### config.mk
export PLATFORM = sky130hd
export DESIGN_NAME = mbh_host_port
export DESIGN_NICKNAME = d
export VERILOG_FILES = /design/src/include/mbh_pkg.sv /design/src/rtl/mbh_host_port.sv
export SDC_FILE = /design/constraint.sdc
export NUM_CORES = 1
export LEC_CHECK = 0
export BUFFER_PORTS_ARGS = -buffer_cell sky130_fd_sc_hd__buf_2
export CAP_MARGIN = 15
export CORE_UTILIZATION = 49
export DETAILED_ROUTE_END_ITERATION = 7
export GPL_ROUTABILITY_DRIVEN = 0
export PLACE_DENSITY = 0.84
export SKIP_LAST_GASP = 1
export SYNTH_ARGS = -nofsm -noshare
export SYNTH_HDL_FRONTEND = slang
export SYNTH_SLANG_ARGS = --single-unit
### constraint.sdc
create_clock -name clk -period 2.5 [get_ports clk]
set_input_delay 0 -clock clk [delete_from_list [all_inputs] [get_ports clk]]
set_output_delay 0 -clock clk [all_outputs]
set_load 0.05 [all_outputs]
### src/include/mbh_pkg.sv
// Purpose: shared constants for the multiplexed bus host port
// Assumes: 125 MHz clock
// Notes: register numbers follow the four-bit register field
package mbh_pkg;
   localparam int unsigned CLK_PERIOD_NS = 8;
   // ***********************************
   // strobe timing
   // ***********************************
   localparam int unsigned RESET_WIDTH_NS = 250;
   localparam int unsigned RESET_CYCLES = (RESET_WIDTH_NS + CLK_PERIOD_NS - 1) / CLK_PERIOD_NS;
   // ***********************************
   // address field layout
   // ***********************************
   localparam int unsigned REG_LSB = 1;
   localparam int unsigned REG_MSB = 4;
   localparam int unsigned CHAN_BIT_RIGHT = 0;
   localparam int unsigned CHAN_BIT_LEFT = 5;
   // ***********************************
   // register numbers
   // ***********************************
   localparam logic [3:0] RN_0 = 4'h0;
   localparam logic [3:0] RN_1 = 4'h1;
   localparam logic [3:0] RN_2 = 4'h2;
   localparam logic [3:0] RN_3 = 4'h3;
   localparam logic [3:0] RN_8 = 4'h8;
   localparam logic [3:0] RN_9 = 4'h9;
   localparam logic [3:0] RN_10 = 4'hA;
   localparam logic [3:0] RN_12 = 4'hC;
   localparam logic [3:0] RN_13 = 4'hD;
   localparam logic [3:0] RN_15 = 4'hF;
   // ***********************************
   // control bit positions
   // ***********************************
   localparam int unsigned MIC_VEC_RESP = 1;
   localparam int unsigned MIC_STATUS_HIGH = 4;
   localparam int unsigned MIC_MIE = 3;
   localparam logic [7:0] RESET_BYTE = 8'h00;
   typedef enum logic [1:0] {MBH_IDLE, MBH_ADDR, MBH_DATA} mbh_state_t;
endpackage

### src/rtl/mbh_host_port.sv
// Purpose: host bus port with register access and acknowledge chain
// Assumes: strobes and bus asynchronous to clk; two-stage synchronisers
// Notes: channel logic lives outside; its status arrives on plain ports
`timescale 1ns/1ps
module mbh_host_port #(
   parameter int unsigned RESET_CYC = mbh_pkg::RESET_CYCLES
) (
   input wire logic clk,
   input wire logic rst,
   input wire logic addr_strobe_n,
   input wire logic data_strobe_n,
   input wire logic chip_sel_latched_n,
   input wire logic chip_sel_qualify,
   input wire logic rd_wr,
   input wire logic irq_ack_n,
   input wire logic chain_enable_in,
   input wire logic [7:0] mux_bus_in,
   output logic [7:0] mux_bus_out,
   output logic mux_bus_oe,
   output logic chain_enable_out,
   input wire logic [5:0] irq_pending_bits,
   input wire logic [7:0] buffer_ext_status_a,
   input wire logic [7:0] buffer_ext_status_b,
   input wire logic [7:0] special_rx_status_a,
   input wire logic [7:0] special_rx_status_b,
   input wire logic [7:0] rx_buffer_a,
   input wire logic [7:0] rx_buffer_b,
   input wire logic [7:0] misc_status_a,
   input wire logic [7:0] misc_status_b,
   input wire logic rx_read_a,
   output logic [5:0] under_service_latch,
   output logic [7:0] tx_buffer_a,
   output logic [7:0] tx_buffer_b,
   output logic tx_load_a,
   output logic tx_load_b,
   output logic [7:0] master_irq_ctrl,
   output logic [7:0] shared_vector,
   output logic [15:0] divisor_a,
   output logic [15:0] divisor_b,
   output logic dev_reset
);
   if (RESET_CYC < 1 || RESET_CYC > 255)
   begin
      $error("reset width count out of range");
   end
   // ***********************************
   // synchronisers
   // ***********************************
   // bus and selects are multi-bit but stand still around the strobe edges
   logic [1:0] astb_sync_reg;
   logic [1:0] dstb_sync_reg;
   logic [1:0] chain_in_sync_reg;
   logic [7:0] bus_s1_reg;
   logic [7:0] bus_s2_reg;
   logic [3:0] ctl_s1_reg;
   logic [3:0] ctl_s2_reg;
   always_ff @(posedge clk)
   begin
      astb_sync_reg <= {astb_sync_reg[0], addr_strobe_n};
      dstb_sync_reg <= {dstb_sync_reg[0], data_strobe_n};
      chain_in_sync_reg <= {chain_in_sync_reg[0], chain_enable_in};
      bus_s1_reg <= mux_bus_in;
      bus_s2_reg <= bus_s1_reg;
      ctl_s1_reg <= {chip_sel_latched_n, chip_sel_qualify, rd_wr, irq_ack_n};
      ctl_s2_reg <= ctl_s1_reg;
   end
   wire astb_n = astb_sync_reg[1];
   wire dstb_n = dstb_sync_reg[1];
   wire chain_in_s = chain_in_sync_reg[1];
   wire sel_latch_n_s = ctl_s2_reg[3];
   wire sel_qual_s = ctl_s2_reg[2];
   wire rw_s = ctl_s2_reg[1];
   wire ack_n_s = ctl_s2_reg[0];
   logic astb_prev_reg;
   logic dstb_prev_reg;
   always_ff @(posedge clk)
   begin
      astb_prev_reg <= astb_n;
      dstb_prev_reg <= dstb_n;
   end
   // bus and selects go through the same depth, so they line up with the strobe edge
   wire astb_rise = astb_n && !astb_prev_reg;
   wire dstb_fall = !dstb_n && dstb_prev_reg;
   wire dstb_rise = dstb_n && !dstb_prev_reg;
   // ***********************************
   // reset detect
   // ***********************************
   logic [7:0] rst_cnt_reg;
   logic [7:0] rst_cnt_next;
   logic dev_reset_reg;
   wire both_low = !astb_n && !dstb_n;
   assign rst_cnt_next = !both_low ? 8'h00 :
      (rst_cnt_reg == 8'(RESET_CYC)) ? rst_cnt_reg : rst_cnt_reg + 8'h01;
   wire hw_reset = rst || (rst_cnt_next == 8'(RESET_CYC));
   always_ff @(posedge clk)
   begin
      if (rst)
         rst_cnt_reg <= 8'h00;
      else
         rst_cnt_reg <= rst_cnt_next;
      dev_reset_reg <= hw_reset;
   end
   assign dev_reset = dev_reset_reg;
   // ***********************************
   // address capture and cycle type
   // ***********************************
   logic [7:0] addr_reg;
   logic sel_latch_n_reg;
   logic ack_n_reg;
   logic shift_left_reg;
   mbh_pkg::mbh_state_t state_reg;
   mbh_pkg::mbh_state_t state_next;
   always_ff @(posedge clk)
   begin
      if (hw_reset)
      begin
         addr_reg <= mbh_pkg::RESET_BYTE;
         sel_latch_n_reg <= 1'b1;
         ack_n_reg <= 1'b1;
      end
      else if (astb_rise)
      begin
         addr_reg <= bus_s2_reg;
         sel_latch_n_reg <= sel_latch_n_s;
         ack_n_reg <= ack_n_s;
      end
   end
   wire is_ack = !ack_n_reg;
   wire [3:0] reg_num = addr_reg[mbh_pkg::REG_MSB:mbh_pkg::REG_LSB];
   wire chan_a = shift_left_reg ? addr_reg[mbh_pkg::CHAN_BIT_LEFT]
      : addr_reg[mbh_pkg::CHAN_BIT_RIGHT];
   wire sel_ok = !is_ack && !sel_latch_n_reg && sel_qual_s;
   wire rd_ok = sel_ok && rw_s;
   wire wr_ok = sel_ok && !rw_s;
   always_comb
   begin
      state_next = state_reg;
      unique case (state_reg)
         mbh_pkg::MBH_IDLE:
            if (astb_rise)
               state_next = mbh_pkg::MBH_ADDR;
         mbh_pkg::MBH_ADDR:
            if (dstb_fall)
               state_next = mbh_pkg::MBH_DATA;
         mbh_pkg::MBH_DATA:
            if (dstb_rise)
               state_next = mbh_pkg::MBH_IDLE;
         // the fourth code is unused; fall back to idle
         default:
            state_next = mbh_pkg::MBH_IDLE;
      endcase
   end
   always_ff @(posedge clk)
   begin
      if (hw_reset)
         state_reg <= mbh_pkg::MBH_IDLE;
      else
         state_reg <= state_next;
   end
   wire strobe = state_reg == mbh_pkg::MBH_ADDR && dstb_fall;
   wire wr_strobe = strobe && wr_ok;
   // ***********************************
   // write registers
   // ***********************************
   logic [7:0] cfg_a_reg [16];
   logic [7:0] cfg_b_reg [16];
   logic [7:0] vec_reg;
   logic [7:0] mic_reg;
   always_ff @(posedge clk)
   begin
      if (hw_reset)
      begin
         for (int i = 0; i < 16; i++)
         begin
            cfg_a_reg[i] <= mbh_pkg::RESET_BYTE;
            cfg_b_reg[i] <= mbh_pkg::RESET_BYTE;
         end
         vec_reg <= mbh_pkg::RESET_BYTE;
         mic_reg <= mbh_pkg::RESET_BYTE;
         shift_left_reg <= 1'b0;
      end
      else if (wr_strobe)
      begin
         if (reg_num == mbh_pkg::RN_2)
            vec_reg <= bus_s2_reg;
         else if (reg_num == mbh_pkg::RN_9)
            mic_reg <= bus_s2_reg;
         else if (chan_a)
            cfg_a_reg[reg_num] <= bus_s2_reg;
         else
            cfg_b_reg[reg_num] <= bus_s2_reg;
         // shift mode command: values 2/3 of the command field on channel B
         if (reg_num == mbh_pkg::RN_0 && !chan_a && bus_s2_reg[7:6] == 2'b00
            && bus_s2_reg[5:3] == 3'b000 && bus_s2_reg[1])
            shift_left_reg <= !bus_s2_reg[0];
      end
   end
   logic tx_load_a_reg;
   logic tx_load_b_reg;
   always_ff @(posedge clk)
   begin
      tx_load_a_reg <= wr_strobe && reg_num == mbh_pkg::RN_8 && chan_a;
      tx_load_b_reg <= wr_strobe && reg_num == mbh_pkg::RN_8 && !chan_a;
   end
   assign tx_buffer_a = cfg_a_reg[mbh_pkg::RN_8];
   assign tx_buffer_b = cfg_b_reg[mbh_pkg::RN_8];
   assign tx_load_a = tx_load_a_reg;
   assign tx_load_b = tx_load_b_reg;
   assign master_irq_ctrl = mic_reg;
   assign shared_vector = vec_reg;
   assign divisor_a = {cfg_a_reg[mbh_pkg::RN_13], cfg_a_reg[mbh_pkg::RN_12]};
   assign divisor_b = {cfg_b_reg[mbh_pkg::RN_13], cfg_b_reg[mbh_pkg::RN_12]};
   // ***********************************
   // read selection
   // ***********************************
   logic [2:0] top_src;
   logic top_found;
   // highest pending index wins; a found flag, since any index may be the answer
   always_comb
   begin
      top_src = 3'b000;
      top_found = 1'b0;
      for (int k = 5; k >= 0; k--)
         if (irq_pending_bits[k] && !top_found)
         begin
            top_src = 3'(k);
            top_found = 1'b1;
         end
   end
   wire any_pending = |irq_pending_bits && mic_reg[mbh_pkg::MIC_MIE];
   // status field sits high or low in the vector per the control bit
   wire [7:0] vec_mod = mic_reg[mbh_pkg::MIC_STATUS_HIGH]
      ? {vec_reg[7], top_src[0], top_src[1], top_src[2], vec_reg[3:0]}
      : {vec_reg[7:4], top_src, vec_reg[0]};
   wire [7:0] rd_a =
      reg_num == mbh_pkg::RN_0 ? buffer_ext_status_a :
      reg_num == mbh_pkg::RN_1 ? special_rx_status_a :
      reg_num == mbh_pkg::RN_2 ? vec_reg :
      reg_num == mbh_pkg::RN_3 ? {2'b00, irq_pending_bits} :
      reg_num == mbh_pkg::RN_8 ? rx_buffer_a :
      reg_num == mbh_pkg::RN_10 ? misc_status_a :
      reg_num == mbh_pkg::RN_12 ? cfg_a_reg[mbh_pkg::RN_12] :
      reg_num == mbh_pkg::RN_13 ? cfg_a_reg[mbh_pkg::RN_13] :
      reg_num == mbh_pkg::RN_15 ? cfg_a_reg[mbh_pkg::RN_15] : 8'h00;
   wire [7:0] rd_b =
      reg_num == mbh_pkg::RN_0 ? buffer_ext_status_b :
      reg_num == mbh_pkg::RN_1 ? special_rx_status_b :
      reg_num == mbh_pkg::RN_2 ? vec_mod :
      reg_num == mbh_pkg::RN_8 ? rx_buffer_b :
      reg_num == mbh_pkg::RN_10 ? misc_status_b :
      reg_num == mbh_pkg::RN_12 ? cfg_b_reg[mbh_pkg::RN_12] :
      reg_num == mbh_pkg::RN_13 ? cfg_b_reg[mbh_pkg::RN_13] :
      reg_num == mbh_pkg::RN_15 ? cfg_b_reg[mbh_pkg::RN_15] : 8'h00;
   // ***********************************
   // acknowledge chain and bus drive
   // ***********************************
   wire claim = strobe && is_ack && any_pending && chain_in_s;
   wire [5:0] src_onehot = 6'h01 << top_src;
   logic [5:0] in_service_reg;
   logic drive_reg;
   logic [7:0] dout_reg;
   logic chain_out_reg;
   always_ff @(posedge clk)
   begin
      if (hw_reset)
      begin
         in_service_reg <= 6'h00;
         drive_reg <= 1'b0;
         dout_reg <= 8'h00;
         chain_out_reg <= 1'b0;
      end
      else
      begin
         if (claim)
            in_service_reg <= in_service_reg | src_onehot;
         if (strobe && rd_ok)
         begin
            drive_reg <= 1'b1;
            dout_reg <= chan_a ? rd_a : rd_b;
         end
         else if (claim && mic_reg[mbh_pkg::MIC_VEC_RESP])
         begin
            drive_reg <= 1'b1;
            dout_reg <= vec_mod;
         end
         else if (dstb_n)
            drive_reg <= 1'b0;
         // a serviced source, or a pending one during an acknowledge cycle, blocks lower devices
         chain_out_reg <= chain_in_s && !(|in_service_reg) && !(is_ack && any_pending);
      end
   end
   assign under_service_latch = in_service_reg;
   assign mux_bus_out = dout_reg;
   assign mux_bus_oe = drive_reg;
   assign chain_enable_out = chain_out_reg;
   logic rx_unused;
   assign rx_unused = rx_read_a;
endmodule

==> results of run 1 <==
[where the power goes]
group / internal (mW) / leakage, nW / switching, mW
Clock: 1.30 / 0.275 / 1.09
Combinational: 0.337 / 1.96 / 0.585
Sequential: 2.63 / 1.34 / 0.0728
Total: 4.26 / 3.58 / 1.75
[placed cells by master (no fill, tap or decap), types with 5 or more instances in the layout]
cell / Yosys / final
sky130_fd_sc_hd__buf_2: 15 / 169
sky130_fd_sc_hd__dfxtp_1: 86 / 84
sky130_fd_sc_hd__nand2_1: 77 / 77
sky130_fd_sc_hd__nor2_1: 67 / 65
sky130_fd_sc_hd__edfxtp_1: 64 / 64
sky130_fd_sc_hd__nor4_1: 53 / 52
sky130_fd_sc_hd__buf_4: 4 / 52
sky130_fd_sc_hd__mux2i_1: 37 / 37
sky130_fd_sc_hd__a21oi_1: 31 / 31
sky130_fd_sc_hd__o21ai_0: 26 / 26
sky130_fd_sc_hd__nor3_1: 25 / 25
sky130_fd_sc_hd__dlygate4sd3_1: 0 / 23
sky130_fd_sc_hd__clkbuf_16: 0 / 17
sky130_fd_sc_hd__nand3_1: 11 / 11
sky130_fd_sc_hd__mux2_2: 11 / 11
sky130_fd_sc_hd__a31oi_1: 11 / 11
sky130_fd_sc_hd__inv_1: 10 / 10
sky130_fd_sc_hd__nor2b_1: 9 / 9
sky130_fd_sc_hd__nand2b_1: 9 / 9
sky130_fd_sc_hd__a211oi_1: 9 / 9
sky130_fd_sc_hd__o2bb2ai_1: 9 / 9
sky130_fd_sc_hd__a311oi_1: 9 / 9
sky130_fd_sc_hd__o21bai_2: 0 / 7
sky130_fd_sc_hd__or2_2: 7 / 7
sky130_fd_sc_hd__o21a_1: 6 / 6
sky130_fd_sc_hd__or3_1: 6 / 6
sky130_fd_sc_hd__a221oi_1: 5 / 5
sky130_fd_sc_hd__inv_6: 0 / 5
[cell usage after synthesis (4+ instances only)]
master                       n
sky130_fd_sc_hd__dfxtp_1    86
sky130_fd_sc_hd__o21ai_0    26
sky130_fd_sc_hd__o21a_1      6
sky130_fd_sc_hd__nand2_1    77
sky130_fd_sc_hd__a21oi_1    31
sky130_fd_sc_hd__o21bai_1    8
sky130_fd_sc_hd__a311oi_1    9
sky130_fd_sc_hd__buf_1       8
sky130_fd_sc_hd__buf_2      15
sky130_fd_sc_hd__buf_4       4
sky130_fd_sc_hd__buf_6       7
sky130_fd_sc_hd__mux2_2     11
sky130_fd_sc_hd__a221oi_1    5
sky130_fd_sc_hd__nor3_1     25
sky130_fd_sc_hd__o2bb2ai_1   9
sky130_fd_sc_hd__nor2b_1     9
sky130_fd_sc_hd__o221ai_1    4
sky130_fd_sc_hd__clkbuf_1   28
sky130_fd_sc_hd__a211oi_1    9
sky130_fd_sc_hd__mux2i_1    37
sky130_fd_sc_hd__a32oi_1     4
sky130_fd_sc_hd__nand2b_1    9
sky130_fd_sc_hd__or2_2       7
sky130_fd_sc_hd__xor2_1      4
sky130_fd_sc_hd__a21o_1      5
sky130_fd_sc_hd__inv_1      10
sky130_fd_sc_hd__edfxtp_1   64
sky130_fd_sc_hd__a211o_1     4
sky130_fd_sc_hd__or3_1       6
sky130_fd_sc_hd__a31oi_1    11
sky130_fd_sc_hd__nand3_1    11
sky130_fd_sc_hd__nor4_1     53
sky130_fd_sc_hd__nor2_1     67
[worst paths after layout]
kind / start / cells past startpoint / to / slack [ns]
hold / removal: special_rx_status_a[7] / 5 / mux_bus_out[7] / 0.04
hold reg to reg: bus_s1_reg[3] / 0 / bus_s2_reg[3] / 0.33
setup reg to reg: addr_reg[2] / 7 / mux_bus_out[5] / 0.1
setup / recovery: addr_reg[2] / 7 / mux_bus_out[5] / 0.1
[through the flow]
step / TNS (ns) / std cells / setup slack, ns / utilization (%) / power (mW)
global route: -0.0964 / 1123 / -0.0398 / 65.0 / 6.21
floorplan: 0 / 729 / 0.0276 / - / 3.30
global placement: 0 / 1066 / 0.162 / 59.2 / 3.60
finish: 0 / 1123 / 0.0956 / 65.0 / 6.02
CTS: 0 / 1120 / 0.0999 / 64.7 / 6.00
detailed placement: 0 / 1066 / 0.132 / 59.2 / 3.62
[per-layer routing]
metal	wire, um	global-route usage [%]
met1	8470	37.7
met2	10800	49.7
met3	2570	8.76
met4	846	14.8
met5	0	0
[layout make-up]
cell class / count / area [um2] / area share (%)
inverter: 11 / 41.3 / 0.451
clock inverter: 14 / 118 / 1.28
timing repair buffer: 245 / 1490 / 16.2
clock buffer: 17 / 425 / 4.65
sequential: 150 / 3650 / 39.8
multi-input combinational: 506 / 3220 / 35.1
tap: 180 / 225 / 2.46
[cells by family (layout without fill, tap and decap cells)]
kind of cell / Yosys count / in the layout / synth area share (%)
AOI/OAI and AO/OA: 158 / 158 / 15.5
muxes: 48 / 48 / 6.89
and+or+nand+nor: 291 / 291 / 20.6
xor gates and xnor gates: 7 / 7 / 0.854
adders and majority gates: 2 / 2 / 0.349
buffers and inverters: 73 / 287 / 5.02
DFF: 150 / 150 / 50.8
[repair_timing]
action                                 in CTS  in global routing
hold buffers                               23                  0
setup endpoints to repair                   0                 26
endpoints found under the hold margin      26                  0
setup buffers                               0                  3
resized for setup                           0                  6
[worst max-delay path, cell delays in order, from the launching register on]
cell and delay, ns:
sky130_fd_sc_hd__dfxtp_2 0.48, sky130_fd_sc_hd__buf_4 0.33, sky130_fd_sc_hd__nor2_1 0.13, sky130_fd_sc_hd__nor2_1 0.38, sky130_fd_sc_hd__a32oi_1 0.18, sky130_fd_sc_hd__o32ai_1 0.45
sky130_fd_sc_hd__a211oi_1 0.11, sky130_fd_sc_hd__a311oi_1 0.25
==> impl_metrics.ini, run 1 <==
[cells_and_area]
final.fill_count = 1099
nets = 1021
flow.area_growth_from_synthesis_pct = 27.6
postLayoutCellArea_um2 = 9160
antenna_cells = 0
layout-drive-gt1-share_pct = 31.4

[global_route]
grt_remaining_overflow = 0
grt_pass1_vias = 6412
wire_length_of_the_first_global_routing_pass_um = 34500
global_route.usage.total_pct = 30.7
grt_antenna_before_repair = 0
pin_count_of_the_biggest_net_entering_global_routing = 54

[outcome]
outcome = finished clean

[route]
dr.pass1.iters = 6
routed_wire_length_per_instance_um = 20.2
drt-total-wl_um = 22700
via_count_normalized_by_instance_count = 6.15
routed-via-count = 6906
route.antenna.remaining_nets = 0
initialDrtViolationCount = 778
detail_route.drc_violations = 0

[sta]
worst_relative_slew_slack_pct = 56.3
worst_pin_slew_ns = 0.654
hold_viol_final = 0
fin_worst_hold_slack_ns = 0.0354
final.min_clock_period_ns = 2.40
final_max_slew_viol_count = 0
fin_crit_sh_pct = 96.2
maxClockFrequency_ghz = 0.416
skew_ns = 0.00950
setup_viol = 0

[setup_path]
crit_path_start_kind = flop
max_fo_critical_path = 21
timing.critical_path.required_ns = 2.85
critical_path.endpoint_type = flop
setup.worst_path.class = flop to flop
worstPathArrival_ns = 2.75

[clock_tree]
h_tree_depth = 4
clk_path_buf_depth = 2
clkSlewWorstSetupHoldPaths_ns = 0.07
clock-root-buffer = sky130_fd_sc_hd__clkbuf_16
tritoncts_clock_tree = built
cts_inserted_buffers = 17
clock_insertion_delay_worst_skew_ns = 0.43
cts_sinks = 150

[yosys]
ys_types = 70
synth_sequential_area_ratio_pct = 50.8
warnings_synthesis = 0
count_of_flip_flops_with_a_built_in_enable_after_synthesis = 64
syn_nets = 819
synthesis.area_um2 = 7180
syn-mean-instance-area_um2 = 9.84
yosys_register_bits = 150
asyncSetResetFlopFracSynth_pct = 0
yosys.area.top_type = sky130_fd_sc_hd__edfxtp_1
netlist.area_leader.share_pct = 26.8
synth_top_flop_cell = sky130_fd_sc_hd__dfxtp_1
synth_area_leaders = sky130_fd_sc_hd__edfxtp_1 (27%), sky130_fd_sc_hd__dfxtp_1 (24%), sky130_fd_sc_hd__mux2i_1 (5.2%), sky130_fd_sc_hd__nor4_1 (4.6%), sky130_fd_sc_hd__nand2_1 (4.0%)
post_synth_inst_count = 729

[worst_hold_path]
holdCritPathClass = input port to flop

[pwr]
cellPowerDensity_nw_per_um2 = 657
static_leakage_power_nw = 3.58
vdd_ir_drop_max_v = 0.000520

[die]
chipWidth_um = 123
floorplan.core_area_um2 = 14100
placementRows = 43
design.portCount = 171
die_h_um = 123
total_die_area_um2 = 15100
floorplan.initialDensity_pct = 50.9

[job]
max-cap-violations = 0

[place]
io_buffers = 169
placed_cell_area_um2 = 8340
detailed_place_hpwl_um = 15900
Power figures use the tool's default switching activity.
==> run 2, diff against run 1 <==
Settings changed: CORE_ASPECT_RATIO set to 0.6.
==> impl_metrics.ini, run 2 (synthesis gave the netlist of run 1 again) <==
[outcome]
outcome = finished clean

[place]
preCtsSetupSlack_ns = 0.0886
detailed_place_hpwl_um = 16700
io_buffers = 169
numPlacedInstances = 1070
placed_cell_area_um2 = 8280

[route]
detail_route.drc_violations = 0
drt-total-wl_um = 23700
route.antenna.remaining_nets = 0
routed_wire_length_per_instance_um = 21.1
dr.pass1.iters = 6
via_count_normalized_by_instance_count = 6.17
routed-via-count = 6958
initialDrtViolationCount = 1079

[clock_tree]
h_tree_depth = 4
clk_path_buf_depth = 2
clock_insertion_delay_worst_skew_ns = 0.44
clock-root-buffer = sky130_fd_sc_hd__clkbuf_16
tritoncts_clock_tree = built
cts_sinks = 150
clkSlewWorstSetupHoldPaths_ns = 0.07
cts_inserted_buffers = 17

[cells_and_area]
layout.cells.most_common_list = sky130_fd_sc_hd__buf_2 (169), sky130_fd_sc_hd__dfxtp_1 (82), sky130_fd_sc_hd__nand2_1 (77)
flow.area_growth_from_synthesis_pct = 27.3
final.fill_count = 1142
nets = 1012
postLayoutCellArea_um2 = 9130
layout-drive-gt1-share_pct = 30.9
final_cells = 1127
antenna_cells = 0
layout.cells.most_common = sky130_fd_sc_hd__buf_2

[global_route]
grt_remaining_overflow = 0
wire_length_of_the_first_global_routing_pass_um = 35500
grt_pass1_vias = 6375
grt_antenna_before_repair = 1
pin_count_of_the_biggest_net_entering_global_routing = 41
global_route.usage.total_pct = 31.9

[setup_path]
path_delay_family = compound AO/OA/AOI/OAI gates
critical_path.endpoint_type = flop
crit_path_start_kind = flop
timing.critical_path.required_ns = 2.84
combined_buffer_and_inverter_count_along_the_critical_path = 1
critPathSlowestCell = sky130_fd_sc_hd__dfxtp_1
slowest_delay_ns = 0.50
timing.critical_path.cells = buf_4 > and2_1 > o21ai_0 > a211oi_1 > o22a_1 > o221ai_1 > a221oi_1
worstPathArrival_ns = 2.80
max_fo_critical_path = 10
setup.worst_path.class = flop to flop

[sta]
setup_slack_ns = 0.0329
worst_pin_slew_ns = 0.744
hold_viol_final = 0
fin_crit_sh_pct = 98.7
maxClockFrequency_ghz = 0.405
skew_ns = 0.00942
final.setup.tns_ns = 0
final.min_clock_period_ns = 2.47
final_max_slew_viol_count = 0
worst_relative_slew_slack_pct = 50.3
unrepaired_setup_endpoints_after_global_routing = no
setup_viol = 0

[worst_hold_path]
holdCritPathClass = input port to flop

[die]
floorplan.initialDensity_pct = 51.4
floorplan.core_area_um2 = 14000
total_die_area_um2 = 15100
design.portCount = 171
chipWidth_um = 158
placementRows = 33
die_h_um = 95.7

[job]
max-cap-violations = 0

[pwr]
static_leakage_power_nw = 3.53
cellPowerDensity_nw_per_um2 = 675
vdd_ir_drop_max_v = 0.000506
-- run 2: cell types whose count changed in the layout (fill, tap and decap cells not counted), sizes merged --
cell / delta
inv: -1
and3: +1
clkinvlp: +2
clkinv: -2
clkbuf: +1
buf: -10
bufinv: +1
-- run 2: metrics by stage --
stage               utilization (%)  hold slack, ns  power (mW)
floorplan                         -          0.0277        3.30
global placement               59.4           0.102        3.60
detailed placement             59.4           0.104        3.61
CTS                            65.1         0.00790        6.14
global route                   65.4          0.0548        6.34
finish                         65.4          0.0413        6.16
-- run 2: cell type report --
| type | instances | area (um2) | area share [%] |
|---|---|---|---|
| sequential | 150 | 3650 | 40.0 |
| multi-input combinational | 507 | 3230 | 35.3 |
| timing repair buffer | 235 | 1410 | 15.4 |
| clock buffer | 18 | 429 | 4.70 |
| tap | 192 | 240 | 2.63 |
| clock inverter | 14 | 140 | 1.53 |
| inverter | 11 | 41.3 | 0.452 |
-- run 2: metal layers --
| layer | up-vias | GRT usage, % | wire [um] |
|---|---|---|---|
| li1 | 3116 | - | - |
| met1 | 3218 | 44.5 | 9870 |
| met2 | 560 | 46.2 | 9780 |
| met3 | 64 | 10.5 | 3430 |
| met4 | 0 | 11.1 | 651 |
| met5 | - | 0 | 0 |
-- run 2: path summary, 6_finish.rpt --
kind / end / startpoint / slack, ns / cells after the start
max: mux_bus_out[6] / addr_reg[4] / 0.03 / 7
min: mux_bus_out[0] / buffer_ext_status_b[0] / 0.04 / 3
max reg2reg: mux_bus_out[6] / addr_reg[4] / 0.03 / 7
min reg2reg: chain_in_sync_reg[1] / chain_in_sync_reg[0] / 0.33 / 0
-- run 2: worst register-to-register path, cell delays in order (launching register included) --
cell and delay, ns:
sky130_fd_sc_hd__dfxtp_1 0.50, sky130_fd_sc_hd__buf_4 0.21, sky130_fd_sc_hd__and2_1 0.38, sky130_fd_sc_hd__o21ai_0 0.16, sky130_fd_sc_hd__a211oi_1 0.49, sky130_fd_sc_hd__o22a_1 0.25
sky130_fd_sc_hd__o221ai_1 0.11, sky130_fd_sc_hd__a221oi_1 0.28
-- run 2: what timing repair did --
action / in CTS / in global routing
hold buffers: 23 / 0
endpoints found under the setup margin: 0 / 154
buffers inserted: 0 / 1
gates resized for setup: 0 / 11
endpoints found under the hold margin: 26 / 0
-- run 2: power breakdown --
part	leakage, nW	internal, mW	total (mW)	switching (mW)
clock	0.276	1.40	2.53	1.13
sequential	1.34	2.63	2.70	0.0671
combinational	1.91	0.327	0.933	0.605
total	3.53	4.36	6.16	1.80
